--- src/hw/ssos_pkg.sv ---
// Shared constants and types of the servo status output selector
package ssos_pkg;

  // Clock and time base
  localparam int CLK_NS = 10;
  localparam int MS_NS = 1000000;
  localparam int CYC_PER_MS = MS_NS / CLK_NS;
  localparam logic [7:0] DELAY_MAX_MS = 8'hc8;

  // Widths and counts
  localparam int N_TERM = 4;
  localparam int CODE_W = 5;
  localparam int VEL_W = 16;
  localparam int POS_W = 32;
  localparam int AXI_AW = 6;
  localparam int SYNC_N = 3;
  localparam int FUNC_STRIDE = 8;

  // Register byte offsets
  localparam logic [AXI_AW-1:0] FUNC_OFF = 6'h00;
  localparam logic [AXI_AW-1:0] POL_OFF = 6'h04;
  localparam logic [AXI_AW-1:0] STANDSTILL_OFF = 6'h08;
  localparam logic [AXI_AW-1:0] IN_POS_OFF = 6'h0c;
  localparam logic [AXI_AW-1:0] SPD_REACH_OFF = 6'h10;
  localparam logic [AXI_AW-1:0] TRQ_REACH_OFF = 6'h14;
  localparam logic [AXI_AW-1:0] CLOSE_OFF = 6'h18;
  localparam logic [AXI_AW-1:0] AGREE_OFF = 6'h1c;
  localparam logic [AXI_AW-1:0] DELAY_OFF = 6'h20;
  localparam logic [AXI_AW-1:0] FLAGS_OFF = 6'h24;
  localparam logic [AXI_AW-1:0] TERM_OFF = 6'h28;

  // Polarity register fields
  localparam int POL_SPD_BIT = 0;
  localparam int POL_TRQ_BIT = 1;

  // Reset values
  localparam logic [CODE_W-1:0] RST_CODE = 5'h00;
  localparam logic [1:0] RST_POL = 2'h0;
  localparam logic [31:0] RST_THR = 32'h0000000a;
  localparam logic [7:0] RST_DELAY = 8'h00;

  // Output function codes
  localparam logic [CODE_W-1:0] FN_ON = 5'h01;
  localparam logic [CODE_W-1:0] FN_READY = 5'h02;
  localparam logic [CODE_W-1:0] FN_FAULT_FREE = 5'h03;
  localparam logic [CODE_W-1:0] FN_STANDSTILL = 5'h04;
  localparam logic [CODE_W-1:0] FN_IN_POS = 5'h05;
  localparam logic [CODE_W-1:0] FN_SPD_REACH = 5'h06;
  localparam logic [CODE_W-1:0] FN_TRQ_REACH = 5'h07;
  localparam logic [CODE_W-1:0] FN_BRAKE = 5'h08;
  localparam logic [CODE_W-1:0] FN_RUN = 5'h09;
  localparam logic [CODE_W-1:0] FN_CLOSE = 5'h0a;
  localparam logic [CODE_W-1:0] FN_TRQ_LIM = 5'h0b;
  localparam logic [CODE_W-1:0] FN_SPD_LIM = 5'h0c;
  localparam logic [CODE_W-1:0] FN_AGREE = 5'h0d;
  localparam logic [CODE_W-1:0] FN_HOME = 5'h0f;
  localparam logic [CODE_W-1:0] FN_CMD_DONE = 5'h10;
  localparam logic [CODE_W-1:0] FN_INDEX = 5'h12;

  // Bus responses
  localparam logic [1:0] RESP_OKAY = 2'h0;
  localparam logic [1:0] RESP_SLVERR = 2'h2;

  // Control mode reported by the drive
  typedef enum logic [1:0] {
    ssos_mode_pos = 2'b00,
    ssos_mode_spd = 2'b01,
    ssos_mode_trq = 2'b10,
    ssos_mode_idle = 2'b11
  } ssos_mode_t;

endpackage

--- src/hw/ssos_done_if.sv ---
// Link between the selector and its completion delay timer
`timescale 1ns/1ns
interface ssos_done_if;
  logic start;
  logic [7:0] delay_ms;
  logic done;
  modport timer (input start, input delay_ms, output done);
  modport user (output start, output delay_ms, input done);
endinterface

--- src/hw/ssos_done_timer.sv ---
// Millisecond delay from command completion to the done flag
`timescale 1ns/1ns
module ssos_done_timer import ssos_pkg::*; #(
  parameter int P_CYC_PER_MS = CYC_PER_MS
) (
  input wire logic i_ref_clk,
  input wire logic i_rst,
  ssos_done_if.timer tmr
);

  localparam int PRE_W = $clog2(P_CYC_PER_MS + 1);

  logic [PRE_W-1:0] pre_reg;
  logic [7:0] ms_reg;
  logic done_reg;

  // Count whole milliseconds while completion holds; a drop restarts the wait
  always_ff @(posedge i_ref_clk or posedge i_rst) begin
    if (i_rst) begin
      pre_reg <= '0;
      ms_reg <= 8'h00;
      done_reg <= 1'b0;
    end else if (!tmr.start) begin
      pre_reg <= '0;
      ms_reg <= 8'h00;
      done_reg <= 1'b0;
    end else if (ms_reg >= tmr.delay_ms) begin
      done_reg <= 1'b1;
    end else if (pre_reg == PRE_W'(P_CYC_PER_MS - 1)) begin
      pre_reg <= '0;
      ms_reg <= ms_reg + 8'h01;
    end else begin
      pre_reg <= pre_reg + PRE_W'(1);
    end
  end

  assign tmr.done = done_reg;

endmodule

--- src/hw/ssos_top.sv ---
// Output terminal function selector with its register slave
`timescale 1ns/1ns
module ssos_top import ssos_pkg::*; #(
  parameter int P_CYC_PER_MS = CYC_PER_MS,
  parameter int P_VEL_W = VEL_W,
  parameter int P_POS_W = POS_W
) (
  input wire logic i_ref_clk,
  input wire logic i_rst,
  input wire logic [AXI_AW-1:0] i_s_axi_awaddr,
  input wire logic i_s_axi_awvalid,
  output logic o_s_axi_awready,
  input wire logic [31:0] i_s_axi_wdata,
  input wire logic [3:0] i_s_axi_wstrb,
  input wire logic i_s_axi_wvalid,
  output logic o_s_axi_wready,
  output logic [1:0] o_s_axi_bresp,
  output logic o_s_axi_bvalid,
  input wire logic i_s_axi_bready,
  input wire logic [AXI_AW-1:0] i_s_axi_araddr,
  input wire logic i_s_axi_arvalid,
  output logic o_s_axi_arready,
  output logic [31:0] o_s_axi_rdata,
  output logic [1:0] o_s_axi_rresp,
  output logic o_s_axi_rvalid,
  input wire logic i_s_axi_rready,
  input wire ssos_mode_t i_ctrl_mode,
  input wire logic i_main_power_ok,
  input wire logic i_alarm,
  input wire logic signed [P_VEL_W-1:0] i_motor_speed,
  input wire logic signed [P_VEL_W-1:0] i_cmd_speed,
  input wire logic signed [P_VEL_W-1:0] i_motor_torque,
  input wire logic signed [P_POS_W-1:0] i_pos_deviation,
  input wire logic i_torque_at_limit,
  input wire logic i_speed_at_limit,
  input wire logic i_brake_release,
  input wire logic i_motor_energized,
  input wire logic i_home_done,
  input wire logic i_move_finished,
  input wire logic i_index_pin,
  output logic [N_TERM-1:0] o_terminal
);

  localparam int VW = P_VEL_W + 1;

  // Configuration registers
  logic [CODE_W-1:0] code_reg [N_TERM];
  logic [1:0] pol_reg;
  logic [P_VEL_W-1:0] standstill_threshold_reg;
  logic [P_POS_W-1:0] in_position_threshold_reg;
  logic [P_VEL_W-1:0] speed_reached_threshold_reg;
  logic [P_VEL_W-1:0] torque_reached_threshold_reg;
  logic [P_POS_W-1:0] close_target_threshold_reg;
  logic [P_VEL_W-1:0] speed_agreement_threshold_reg;
  logic [7:0] command_done_delay_reg;

  // Bus state
  logic aw_held_reg;
  logic w_held_reg;
  logic [AXI_AW-1:0] awaddr_reg;
  logic [31:0] wdata_reg;
  logic [3:0] wstrb_reg;
  logic bvalid_reg;
  logic [1:0] bresp_reg;
  logic rvalid_reg;
  logic [1:0] rresp_reg;
  logic [31:0] rdata_reg;

  // Status path
  logic [SYNC_N-1:0] index_sync_reg;
  logic index_level_reg;
  logic [N_TERM-1:0] terminal_reg;
  logic [31:0] flag_vec;
  logic [31:0] func_word;
  logic [31:0] rd_word;
  logic [31:0] wr_word;
  logic wr_fire;
  logic move_command_done;

  // Signed-extend then take the magnitude; one extra bit keeps the
  // most negative value and speed differences from wrapping
  function automatic logic [VW-1:0] mag_v(input logic signed [VW-1:0] v);
    return v[VW-1] ? VW'(-v) : v;
  endfunction

  function automatic logic [P_POS_W:0] mag_p(input logic signed [P_POS_W:0] v);
    return v[P_POS_W] ? (P_POS_W + 1)'(-v) : v;
  endfunction

  // Merge write data into an old word by byte strobes
  function automatic logic [31:0] merge(input logic [31:0] old_w, input logic [31:0] new_w,
                                        input logic [3:0] strb);
    logic [31:0] res;
    res = old_w;
    for (int b = 0; b < 4; b++) begin
      if (strb[b]) begin
        res[b*8 +: 8] = new_w[b*8 +: 8];
      end
    end
    return res;
  endfunction

  // True for any word this slave answers with OKAY
  function automatic logic mapped(input logic [AXI_AW-1:0] a);
    logic [AXI_AW-1:0] w;
    w = {a[AXI_AW-1:2], 2'b00};
    return (w <= TERM_OFF);
  endfunction

  // Completion delay timer
  ssos_done_if done_bus();

  assign done_bus.start = i_move_finished;
  assign done_bus.delay_ms = command_done_delay_reg;
  assign move_command_done = done_bus.done;

  ssos_done_timer #(
    .P_CYC_PER_MS(P_CYC_PER_MS)
  ) u_done_timer (
    .i_ref_clk(i_ref_clk),
    .i_rst(i_rst),
    .tmr(done_bus)
  );

  // Index pin crosses in from the encoder; accept a change once two stages agree
  always_ff @(posedge i_ref_clk or posedge i_rst) begin
    if (i_rst) begin
      index_sync_reg <= '0;
      index_level_reg <= 1'b0;
    end else begin
      index_sync_reg <= {index_sync_reg[SYNC_N-2:0], i_index_pin};
      if (index_sync_reg[1] == index_sync_reg[2]) begin
        index_level_reg <= index_sync_reg[1];
      end
    end
  end

  // Status condition per function code; unlisted codes stay zero
  always_comb begin
    logic [VW-1:0] spd_mag;
    logic [VW-1:0] trq_mag;
    logic [VW-1:0] err_mag;
    logic [P_POS_W:0] dev_mag;
    logic spd_trq_mode;
    logic spd_over;
    logic trq_over;
    spd_mag = mag_v(VW'(i_motor_speed));
    trq_mag = mag_v(VW'(i_motor_torque));
    err_mag = mag_v(VW'(i_motor_speed) - VW'(i_cmd_speed));
    dev_mag = mag_p((P_POS_W + 1)'(i_pos_deviation));
    spd_trq_mode = (i_ctrl_mode == ssos_mode_spd) || (i_ctrl_mode == ssos_mode_trq);
    spd_over = spd_mag > VW'(speed_reached_threshold_reg);
    trq_over = trq_mag > VW'(torque_reached_threshold_reg);
    flag_vec = '0;
    flag_vec[FN_ON] = 1'b1;
    flag_vec[FN_READY] = i_main_power_ok && !i_alarm;
    flag_vec[FN_FAULT_FREE] = !i_alarm;
    flag_vec[FN_STANDSTILL] = spd_trq_mode && (spd_mag < VW'(standstill_threshold_reg));
    flag_vec[FN_IN_POS] = (i_ctrl_mode == ssos_mode_pos) &&
                          (dev_mag < (P_POS_W + 1)'(in_position_threshold_reg));
    flag_vec[FN_SPD_REACH] = spd_trq_mode && (spd_over ^ pol_reg[POL_SPD_BIT]);
    flag_vec[FN_TRQ_REACH] = trq_over ^ pol_reg[POL_TRQ_BIT];
    flag_vec[FN_BRAKE] = i_brake_release;
    flag_vec[FN_RUN] = i_motor_energized;
    flag_vec[FN_CLOSE] = (i_ctrl_mode == ssos_mode_pos) &&
                         (dev_mag < (P_POS_W + 1)'(close_target_threshold_reg));
    flag_vec[FN_TRQ_LIM] = i_torque_at_limit;
    flag_vec[FN_SPD_LIM] = (i_ctrl_mode == ssos_mode_trq) && i_speed_at_limit;
    flag_vec[FN_AGREE] = err_mag < VW'(speed_agreement_threshold_reg);
    flag_vec[FN_HOME] = i_home_done;
    flag_vec[FN_CMD_DONE] = move_command_done;
    flag_vec[FN_INDEX] = index_level_reg;
  end

  // Each terminal picks its flag by its own code, registered for clean pins
  always_ff @(posedge i_ref_clk or posedge i_rst) begin
    if (i_rst) begin
      terminal_reg <= '0;
    end else begin
      for (int k = 0; k < N_TERM; k++) begin
        terminal_reg[k] <= flag_vec[code_reg[k]];
      end
    end
  end

  assign o_terminal = terminal_reg;

  // Packed view of the four function codes
  always_comb begin
    func_word = '0;
    for (int k = 0; k < N_TERM; k++) begin
      func_word[k*FUNC_STRIDE +: CODE_W] = code_reg[k];
    end
  end

  // Write channels are taken independently and held until the write is done
  assign o_s_axi_awready = !aw_held_reg && !bvalid_reg;
  assign o_s_axi_wready = !w_held_reg && !bvalid_reg;
  assign wr_fire = aw_held_reg && w_held_reg && !bvalid_reg;

  always_ff @(posedge i_ref_clk or posedge i_rst) begin
    if (i_rst) begin
      aw_held_reg <= 1'b0;
      awaddr_reg <= '0;
    end else if (i_s_axi_awvalid && o_s_axi_awready) begin
      aw_held_reg <= 1'b1;
      awaddr_reg <= i_s_axi_awaddr;
    end else if (wr_fire) begin
      aw_held_reg <= 1'b0;
    end
  end

  always_ff @(posedge i_ref_clk or posedge i_rst) begin
    if (i_rst) begin
      w_held_reg <= 1'b0;
      wdata_reg <= 32'h00000000;
      wstrb_reg <= 4'h0;
    end else if (i_s_axi_wvalid && o_s_axi_wready) begin
      w_held_reg <= 1'b1;
      wdata_reg <= i_s_axi_wdata;
      wstrb_reg <= i_s_axi_wstrb;
    end else if (wr_fire) begin
      w_held_reg <= 1'b0;
    end
  end

  // Write response; unmapped addresses get SLVERR and change nothing
  always_ff @(posedge i_ref_clk or posedge i_rst) begin
    if (i_rst) begin
      bvalid_reg <= 1'b0;
      bresp_reg <= RESP_OKAY;
    end else if (wr_fire) begin
      bvalid_reg <= 1'b1;
      bresp_reg <= mapped(awaddr_reg) ? RESP_OKAY : RESP_SLVERR;
    end else if (bvalid_reg && i_s_axi_bready) begin
      bvalid_reg <= 1'b0;
    end
  end

  assign o_s_axi_bvalid = bvalid_reg;
  assign o_s_axi_bresp = bresp_reg;

  // Old contents of the addressed word, merged with the strobed bytes
  always_comb begin
    logic [AXI_AW-1:0] a;
    a = {awaddr_reg[AXI_AW-1:2], 2'b00};
    wr_word = 32'h00000000;
    if (a == FUNC_OFF) begin
      wr_word = func_word;
    end else if (a == POL_OFF) begin
      wr_word = 32'(pol_reg);
    end else if (a == STANDSTILL_OFF) begin
      wr_word = 32'(standstill_threshold_reg);
    end else if (a == IN_POS_OFF) begin
      wr_word = 32'(in_position_threshold_reg);
    end else if (a == SPD_REACH_OFF) begin
      wr_word = 32'(speed_reached_threshold_reg);
    end else if (a == TRQ_REACH_OFF) begin
      wr_word = 32'(torque_reached_threshold_reg);
    end else if (a == CLOSE_OFF) begin
      wr_word = 32'(close_target_threshold_reg);
    end else if (a == AGREE_OFF) begin
      wr_word = 32'(speed_agreement_threshold_reg);
    end else if (a == DELAY_OFF) begin
      wr_word = 32'(command_done_delay_reg);
    end
    wr_word = merge(wr_word, wdata_reg, wstrb_reg);
  end

  // Register updates; status words ignore writes
  always_ff @(posedge i_ref_clk or posedge i_rst) begin
    if (i_rst) begin
      for (int k = 0; k < N_TERM; k++) begin
        code_reg[k] <= RST_CODE;
      end
      pol_reg <= RST_POL;
      standstill_threshold_reg <= P_VEL_W'(RST_THR);
      in_position_threshold_reg <= P_POS_W'(RST_THR);
      speed_reached_threshold_reg <= P_VEL_W'(RST_THR);
      torque_reached_threshold_reg <= P_VEL_W'(RST_THR);
      close_target_threshold_reg <= P_POS_W'(RST_THR);
      speed_agreement_threshold_reg <= P_VEL_W'(RST_THR);
      command_done_delay_reg <= RST_DELAY;
    end else if (wr_fire) begin
      if ({awaddr_reg[AXI_AW-1:2], 2'b00} == FUNC_OFF) begin
        for (int k = 0; k < N_TERM; k++) begin
          code_reg[k] <= wr_word[k*FUNC_STRIDE +: CODE_W];
        end
      end else if ({awaddr_reg[AXI_AW-1:2], 2'b00} == POL_OFF) begin
        pol_reg <= wr_word[1:0];
      end else if ({awaddr_reg[AXI_AW-1:2], 2'b00} == STANDSTILL_OFF) begin
        standstill_threshold_reg <= P_VEL_W'(wr_word);
      end else if ({awaddr_reg[AXI_AW-1:2], 2'b00} == IN_POS_OFF) begin
        in_position_threshold_reg <= P_POS_W'(wr_word);
      end else if ({awaddr_reg[AXI_AW-1:2], 2'b00} == SPD_REACH_OFF) begin
        speed_reached_threshold_reg <= P_VEL_W'(wr_word);
      end else if ({awaddr_reg[AXI_AW-1:2], 2'b00} == TRQ_REACH_OFF) begin
        torque_reached_threshold_reg <= P_VEL_W'(wr_word);
      end else if ({awaddr_reg[AXI_AW-1:2], 2'b00} == CLOSE_OFF) begin
        close_target_threshold_reg <= P_POS_W'(wr_word);
      end else if ({awaddr_reg[AXI_AW-1:2], 2'b00} == AGREE_OFF) begin
        speed_agreement_threshold_reg <= P_VEL_W'(wr_word);
      end else if ({awaddr_reg[AXI_AW-1:2], 2'b00} == DELAY_OFF) begin
        // Longer delays clip to the top of the range
        if (wr_word[7:0] > DELAY_MAX_MS || wr_word[31:8] != 24'h000000) begin
          command_done_delay_reg <= DELAY_MAX_MS;
        end else begin
          command_done_delay_reg <= wr_word[7:0];
        end
      end
    end
  end

  // Read data multiplexer
  always_comb begin
    logic [AXI_AW-1:0] a;
    a = {i_s_axi_araddr[AXI_AW-1:2], 2'b00};
    rd_word = 32'h00000000;
    if (a == FUNC_OFF) begin
      rd_word = func_word;
    end else if (a == POL_OFF) begin
      rd_word = 32'(pol_reg);
    end else if (a == STANDSTILL_OFF) begin
      rd_word = 32'(standstill_threshold_reg);
    end else if (a == IN_POS_OFF) begin
      rd_word = 32'(in_position_threshold_reg);
    end else if (a == SPD_REACH_OFF) begin
      rd_word = 32'(speed_reached_threshold_reg);
    end else if (a == TRQ_REACH_OFF) begin
      rd_word = 32'(torque_reached_threshold_reg);
    end else if (a == CLOSE_OFF) begin
      rd_word = 32'(close_target_threshold_reg);
    end else if (a == AGREE_OFF) begin
      rd_word = 32'(speed_agreement_threshold_reg);
    end else if (a == DELAY_OFF) begin
      rd_word = 32'(command_done_delay_reg);
    end else if (a == FLAGS_OFF) begin
      rd_word = flag_vec;
    end else if (a == TERM_OFF) begin
      rd_word = 32'(terminal_reg);
    end
  end

  // Read channel; one read outstanding, data held until taken
  assign o_s_axi_arready = !rvalid_reg;

  always_ff @(posedge i_ref_clk or posedge i_rst) begin
    if (i_rst) begin
      rvalid_reg <= 1'b0;
      rresp_reg <= RESP_OKAY;
      rdata_reg <= 32'h00000000;
    end else if (i_s_axi_arvalid && o_s_axi_arready) begin
      rvalid_reg <= 1'b1;
      rresp_reg <= mapped(i_s_axi_araddr) ? RESP_OKAY : RESP_SLVERR;
      rdata_reg <= rd_word;
    end else if (rvalid_reg && i_s_axi_rready) begin
      rvalid_reg <= 1'b0;
    end
  end

  assign o_s_axi_rvalid = rvalid_reg;
  assign o_s_axi_rresp = rresp_reg;
  assign o_s_axi_rdata = rdata_reg;

endmodule

--- config.mk ---
export PLATFORM = sky130hd
export DESIGN_NAME = ssos_top
export DESIGN_NICKNAME = d
export VERILOG_FILES = /design/src/hw/ssos_pkg.sv /design/src/hw/ssos_done_if.sv /design/src/hw/ssos_done_timer.sv /design/src/hw/ssos_top.sv
export SDC_FILE = /design/constraint.sdc
export NUM_CORES = 1
export LEC_CHECK = 0
export BUFFER_PORTS_ARGS = -buffer_cell sky130_fd_sc_hd__buf_2
export CORE_ASPECT_RATIO = 0.75
export CORE_MARGIN = 2
export CORE_UTILIZATION = 40
export DETAILED_ROUTE_END_ITERATION = 7
export PLACE_DENSITY = 0.69
export SLEW_MARGIN = 20
export SYNTH_ARGS = -nofsm -noshare
export SYNTH_HDL_FRONTEND = slang
export SYNTH_SLANG_ARGS = --single-unit
--- constraint.sdc ---
create_clock -name i_ref_clk -period 10.9 [get_ports i_ref_clk]
set_input_delay 0.545 -clock i_ref_clk [delete_from_list [all_inputs] [get_ports i_ref_clk]]
set_output_delay 0.545 -clock i_ref_clk [all_outputs]
set_load 0.02 [all_outputs]
Word level (Yosys, flattened, before mapping)
Cells that the tools add are included.
- input port bits: 146
- output and inout port bits: 45
- word-level logic and storage cells: 178
- flip-flop bits (word level): 274
- mux-type cells: 54
- reductions and logical operators: 40
- magnitude comparators: 14
- equality and inequality tests: 25
- add/sub/neg operators: 7
- bitwise gates (word level): 10
- operators with widths (operator ; number):
    $mux W32 ; 14
    $mux W17 ; 6
    $mux W8 ; 9
    $lt A33 B32 Y1 ; 2
    $mux W19 ; 3
    $gt A17 B16 Y1 ; 2
    $lt A17 B16 Y1 ; 2
    $neg A16 Y17 ; 2
    $mux W33 ; 1
    $neg A32 Y33 ; 1
    $eq A4 B3 Y1 const B ; 8
    $lt A5 B6 Y1 const B ; 4
    $reduce_bool A24 Y1 ; 1
    $bmux W1 S5 ; 4
    $add A17 B1 Y17 const B ; 1
    $eq A17 B17 Y1 const B ; 1
    $neg A17 Y17 ; 1
    $sub A16 B16 Y17 ; 1
    $eq A4 B2 Y1 const B ; 4
    $eq A4 B4 Y1 const B ; 4
    $mux W16 ; 1
    $logic_and A1 B1 Y1 ; 15
    $mux W1 ; 13
    $le A6 B6 Y1 const B ; 2
    other kinds (27) ; 48

Logic depth before layout (Yosys ltp)
- word-level depth: 15
- depth in mapped cells: 21

Cells and area by module
From an unflattened synthesis, not the netlist that was laid out.
- cell total of the unflattened synthesis: 2432
- area, all modules: 20214.4 sq um
- modules (own cells, without submodules) (module ; times used ; cells each ; area an instance (sq um)):
    ssos_top ; 1 ; 2234 ; 18472.7
    ssos_done_timer ; 1 ; 198 ; 1741.7

Worst setup path after synthesis
OpenSTA, ideal clock, no wires.
- kind: input port to flip-flop
- start: input port i_pos_deviation[4]
- end: register rdata_reg[10], in the netlist o_s_axi_rdata[10]
- stages: 19
- setup time: 0.065 ns
- buffers on the path: 0
- path slack: 6.539 ns
- arrival time: 4.296 ns
- path through: or3_4 nor2_2 nand2_1 or2_2 o41ai_1 nand2_1 a21o_1 a21oi_1 xnor2_1 ha_1 a21o_1 a21o_1 a211o_1 o2111ai_1 nand4_1 a41oi_1 a221oi_1 o21ai_0 o21a_1
- longest elaborated chain between the ends: 14
- RTL lines (item ; line ; source):
    start: declaration ; ssos_top.sv:33 ; input wire logic signed [P_POS_W-1:0] i_pos_deviation,
    $neg A32 Y33 ; ssos_top.sv:87 ; return v[P_POS_W] ? (P_POS_W + 1)'(-v) : v;
    $mux W33 * ; ssos_top.sv:87 ;
    $lt A33 B32 Y1 * ; ssos_top.sv:166 ; (dev_mag < (P_POS_W + 1)'(close_target_threshold_reg));
    $logic_and A1 B1 Y1 * ; ssos_top.sv:165 ; flag_vec[FN_CLOSE] = (i_ctrl_mode == ssos_mode_pos) &&
    $mux W19 * ; ssos_top.sv:337 ; end else if (a == FLAGS_OFF) begin
    $mux W19 * ; ssos_top.sv:335 ; end else if (a == DELAY_OFF) begin
    $mux W19 * ; ssos_top.sv:333 ; end else if (a == AGREE_OFF) begin
    $mux W32 * ; ssos_top.sv:331 ; end else if (a == CLOSE_OFF) begin
    $mux W32 * ; ssos_top.sv:329 ; end else if (a == TRQ_REACH_OFF) begin
    $mux W32 * ; ssos_top.sv:327 ; end else if (a == SPD_REACH_OFF) begin
    $mux W32 * ; ssos_top.sv:325 ; end else if (a == IN_POS_OFF) begin
    $mux W32 * ; ssos_top.sv:323 ; end else if (a == STANDSTILL_OFF) begin
    $mux W32 * ; ssos_top.sv:321 ; end else if (a == POL_OFF) begin
    $mux W32 * ; ssos_top.sv:319 ; if (a == FUNC_OFF) begin
    end signal: assignment ; ssos_top.sv:355 ; rdata_reg <= rd_word;
    end: declaration ; ssos_top.sv:67 ; logic [31:0] rdata_reg;
Every way passes the cells marked *; elsewhere a longest branch is shown, timed or not.
A chain may end at the register's enable or synchronous reset.

Worst setup path in the final report
- start: input port i_pos_deviation[2]
- end: register rdata_reg[5], in the netlist o_s_axi_rdata[5]
- longest elaborated chain between the ends: 14
- RTL lines (item ; line ; source):
    $neg A32 Y33 ; ssos_top.sv:87 ;
    $mux W33 * ; ssos_top.sv:87 ;
    $lt A33 B32 Y1 * ; ssos_top.sv:160 ; (dev_mag < (P_POS_W + 1)'(in_position_threshold_reg));
    $logic_and A1 B1 Y1 * ; ssos_top.sv:159 ; flag_vec[FN_IN_POS] = (i_ctrl_mode == ssos_mode_pos) &&
    $mux W19 * ; ssos_top.sv:337 ;
    $mux W19 * ; ssos_top.sv:335 ;
    $mux W19 * ; ssos_top.sv:333 ;
    $mux W32 * ; ssos_top.sv:331 ;
    $mux W32 * ; ssos_top.sv:329 ;
    $mux W32 * ; ssos_top.sv:327 ;
    $mux W32 * ; ssos_top.sv:325 ;
    $mux W32 * ; ssos_top.sv:323 ;
    $mux W32 * ; ssos_top.sv:321 ;
    $mux W32 * ; ssos_top.sv:319 ;
Marks and branches as above.

==> impl_metrics.csv <==
group,metric,value,unit
floorplan,coreArea,0.0477,mm²
setup_path,path_cells,"buf_2 > or3_4 > nor2_2 > nand2_1 > or2_2 > o41ai_1 > nand2_1 > a21o_1 > a21oi_1 > xnor2_1 > ha_1 > o21ai_0 > o21bai_1 > a21oi_1 > o21a_1 > a211o_1 > a31oi_1 > o22ai_1 > a21oi_1 > a21oi_1",
global_routing,grt_max_degree,126,
clocking,clockRootBuffer,"clkbuf_16",
floorplan,std_cell_rows,69,
sta,skew,0.0549,ns
clocking,ctsHoldBuffers,0,
final_layout,area_growth,13.2,%
floorplan,initial_utilization,40.8,%
setup_path,crit_start,"i_pos_deviation[2]",
final_layout,stdcell_count,3066,
clocking,post-cts-setup-buffer-count,0,
yosys,ys_async_sr_fraction,100,%
final_layout,design_area,0.0220,mm²
route,drc,0,
power_and_ir_drop,ir_drop,0.150,mV
route,vias,18400,
clocking,cts_made_buffers,30,
setup_path,cp_common_cell,"a21oi_1",
sta,hold_viol_final,0,
setup_path,r2r-end,"command_done_delay_reg[5]$_DFFE_PP0P_",
clocking,cts.repair.resized,0,
setup_path,critPathLaunchType,"primary input",
route,drt_iter0_drc,2038,
sta,final.setup.worst_slack,5.64,ns
setup_path,arrival,5.70,ns
setup_path,path_class,"in2reg",
route,dr.pass1.iters,6,
sta,fin_crit_sh,48.2,%
sta,tns,0,ns
yosys,synth_top_flop_cell,"dfrtp_1",
route,wl,74.0,mm
sta,drv_slew,0,
place,dpl.cell_count,3010,
floorplan,fp.dieArea,0.0504,mm²
clocking,clk_latency,0.61,ns
clocking,cts_buffer_depth,3,
global_routing,antenna_found_initial,2,
route,ant_nets,0,
final_layout,drive_above_1_share,16.1,%
global_routing,grt_pass1_vias,17400,
setup_path,reg2reg_depth,9,
yosys,synth_cell_type_count,80,
place,dp_worst_setup_slack,5.04,ns
setup_path,worstSetupPathDepth,20,
global_routing,grt_pass1_wl,110,mm
setup_path,cp-endpoint,"o_s_axi_rdata[5]$_DFFE_PP0P_",
yosys,synth_edf_count,0,
global_routing,gr-total-overflow,0,
sta,tightest_slew,1.19,ns
floorplan,fp.dieH,195,µm
place,dp_hpwl,56.5,mm
yosys,netlist_area,0.0195,mm²
yosys,muxShareOfSynthArea,6.65,%
setup_path,ff2ff_setup_slack,6.57,ns
setup_path,cp-end-kind,"register",
setup_path,crit_required,11.34,ns
global_routing,grt_usage,28.8,%
setup_path,crit_fanout,6,
clocking,clk_pin_slew,0.06,ns
job,drv_cap,0,
setup_path,timing.rr.start,"awaddr_reg[3]$_DFFE_PP0P_",
place,dpl_cell_area,0.0210,mm²
yosys,ys_ff_latch,270,
sta,rsz0062_at_grt,"no",
yosys,ys_seq_area_share,34.8,%
yosys,synth_fa_ha_area_share,10.2,%
setup_path,critPathMaxStageDelay,0.83,ns
power_and_ir_drop,leakage,9.34,nW
route,via_per_inst,6.01,
setup_path,path_delay_family,"compound AO/OA/AOI/OAI gates",
clocking,htree_num_levels,1,
route,wl_per_cell,24.1,µm
sta,max_slew_margin,19.5,%
run_status,status,"finished clean",
setup_path,slowest_stage,"a31oi_1",
yosys,netlist_instances,2272,
setup_path,worstPathBufferInverterCount,1,
yosys,synth-compound-area-share,21.5,%
place,portBuffers,184,
clocking,cts_tree,"done",
yosys,synth_top_family_by_area,"compound AO/OA/AOI/OAI gates",
yosys,synth.avg_cell_area,8.57,µm²
yosys,synth_warnings,0,
final_layout,nets,2706,
clocking,cts_num_sinks,270,
sta,finalCriticalPeriod,5.26,ns
floorplan,ios,191,
worst_hold_path,hold_class,"in2reg",
yosys,synth_xor_xnor_area_share,4.59,%
sta,finalSetupViolations,0,
floorplan,die_width,259,µm
yosys,yosys.area_share.simple,16.4,%
power_and_ir_drop,p_per_area,244,mW/mm²
power_and_ir_drop,total_power,5.38,mW
place,routabilityCongestion,0.995,
sta,max_freq,190,MHz
worst min-delay path by stage:
stage	startpoint	endpoint	slack, ns	cells after the start
after floorplan	index_sync_reg[0]$_DFF_PP0_	index_sync_reg[1]$_DFF_PP0_	0.33	0
after global placement	index_sync_reg[0]$_DFF_PP0_	index_sync_reg[1]$_DFF_PP0_	0.34	0
after detailed placement	index_sync_reg[0]$_DFF_PP0_	index_sync_reg[1]$_DFF_PP0_	0.33	0
after CTS	i_index_pin	index_sync_reg[0]$_DFF_PP0_	0.08	1
after global routing	i_index_pin	index_sync_reg[0]$_DFF_PP0_	0.08	1
final	i_index_pin	index_sync_reg[0]$_DFF_PP0_	0.09	1
cells in the final DEF, fill, tap and decap left out, types with 8 or more instances in the layout:
cell type and n:
a211oi_1 18, a22oi_1 47, mux2_2 70, nor3_1 35, nor2b_1 30, o21a_1 13
a21o_1 27, and3_1 14, buf_4 36, xor2_1 27, nand2b_1 35, o31ai_1 16
ha_1 156, or3_1 13, or4_1 9, nand2_1 262, o2bb2ai_1 11, buf_2 184
mux2i_1 46, and2_1 18, clkbuf_1 11, dfstp_2 12, nand3_1 29, or2_2 11
nand4_1 28, a222oi_1 14, clkbuf_16 30, nor2_1 108, a21oi_1 144, o221ai_1 8
a221oi_1 8, o21ai_0 242, inv_1 169, nor4_1 13, o22ai_1 23, xnor2_1 75
dfrtp_1 257, o211ai_1 17, a31oi_1 33
logic make-up (layout without fill, tap and decap cells):
group / after synthesis / after routing
muxes: 118 / 118
buffers and inverters: 294 / 447
AOI/OAI and AO/OA: 677 / 677
adders and majority gates: 158 / 158
xor gates and xnor gates: 102 / 102
DFF: 270 / 270
other: 1 / 3
and+or+nand+nor: 652 / 652
power breakdown:
part	total, mW	internal, mW	switching [mW]
Sequential	1.89	1.34	0.552
Combinational	2.43	0.895	1.53
Clock	1.05	0.624	0.431
Total	5.38	2.86	2.51
metrics by stage:
| stage | util (%) | hold slack (ns) |
|---|---|---|
| after floorplan | - | 0.331 |
| after global placement | 44.0 | 0.336 |
| after detailed placement | 44.0 | 0.335 |
| after CTS | 46.1 | 0.0750 |
| after global routing | 46.1 | 0.0776 |
| final | 46.1 | 0.0935 |
per-layer routing:
metal  up-vias  wire, µm  GRT usage (%)
li1       8397         -              -
met1      8920     32700           42.0
met2       971     30700           41.8
met3       126      8610           7.84
met4         0      1930           7.62
met5         -         0              0
cell usage after synthesis, types with 14 or more instances:
| library cell | n | area [µm²] |
|---|---|---|
| nand2_1 | 262 | 983 |
| dfrtp_1 | 258 | 6460 |
| o21ai_0 | 242 | 1210 |
| inv_1 | 170 | 638 |
| ha_1 | 156 | 1950 |
| a21oi_1 | 144 | 721 |
| nor2_1 | 111 | 417 |
| clkbuf_1 | 93 | 349 |
| xnor2_1 | 75 | 657 |
| mux2_2 | 70 | 788 |
| a22oi_1 | 47 | 353 |
| mux2i_1 | 46 | 460 |
| nor3_1 | 36 | 180 |
| nand2b_1 | 35 | 219 |
| a31oi_1 | 33 | 206 |
| nor2b_1 | 31 | 194 |
| nand3_1 | 30 | 150 |
| nand4_1 | 28 | 175 |
| a21o_1 | 27 | 203 |
| xor2_1 | 27 | 236 |
| o22ai_1 | 23 | 144 |
| and2_1 | 19 | 119 |
| a211oi_1 | 18 | 135 |
| o211ai_1 | 17 | 128 |
| o31ai_1 | 17 | 128 |
| a222oi_1 | 14 | 140 |
| and3_1 | 14 | 87.6 |
final cells by class:
| type | instances | area (µm²) |
|---|---|---|
| antenna | 1 | 2.50 |
| clock buffer | 44 | 833 |
| clock inverter | 11 | 174 |
| fill | 4626 | 25700 |
| inverter | 171 | 649 |
| multi-input combinational | 1709 | 11600 |
| sequential | 270 | 6770 |
| tap | 639 | 800 |
| timing repair buffer | 221 | 1200 |
No activity file was read; power rests on OpenSTA's default activity.
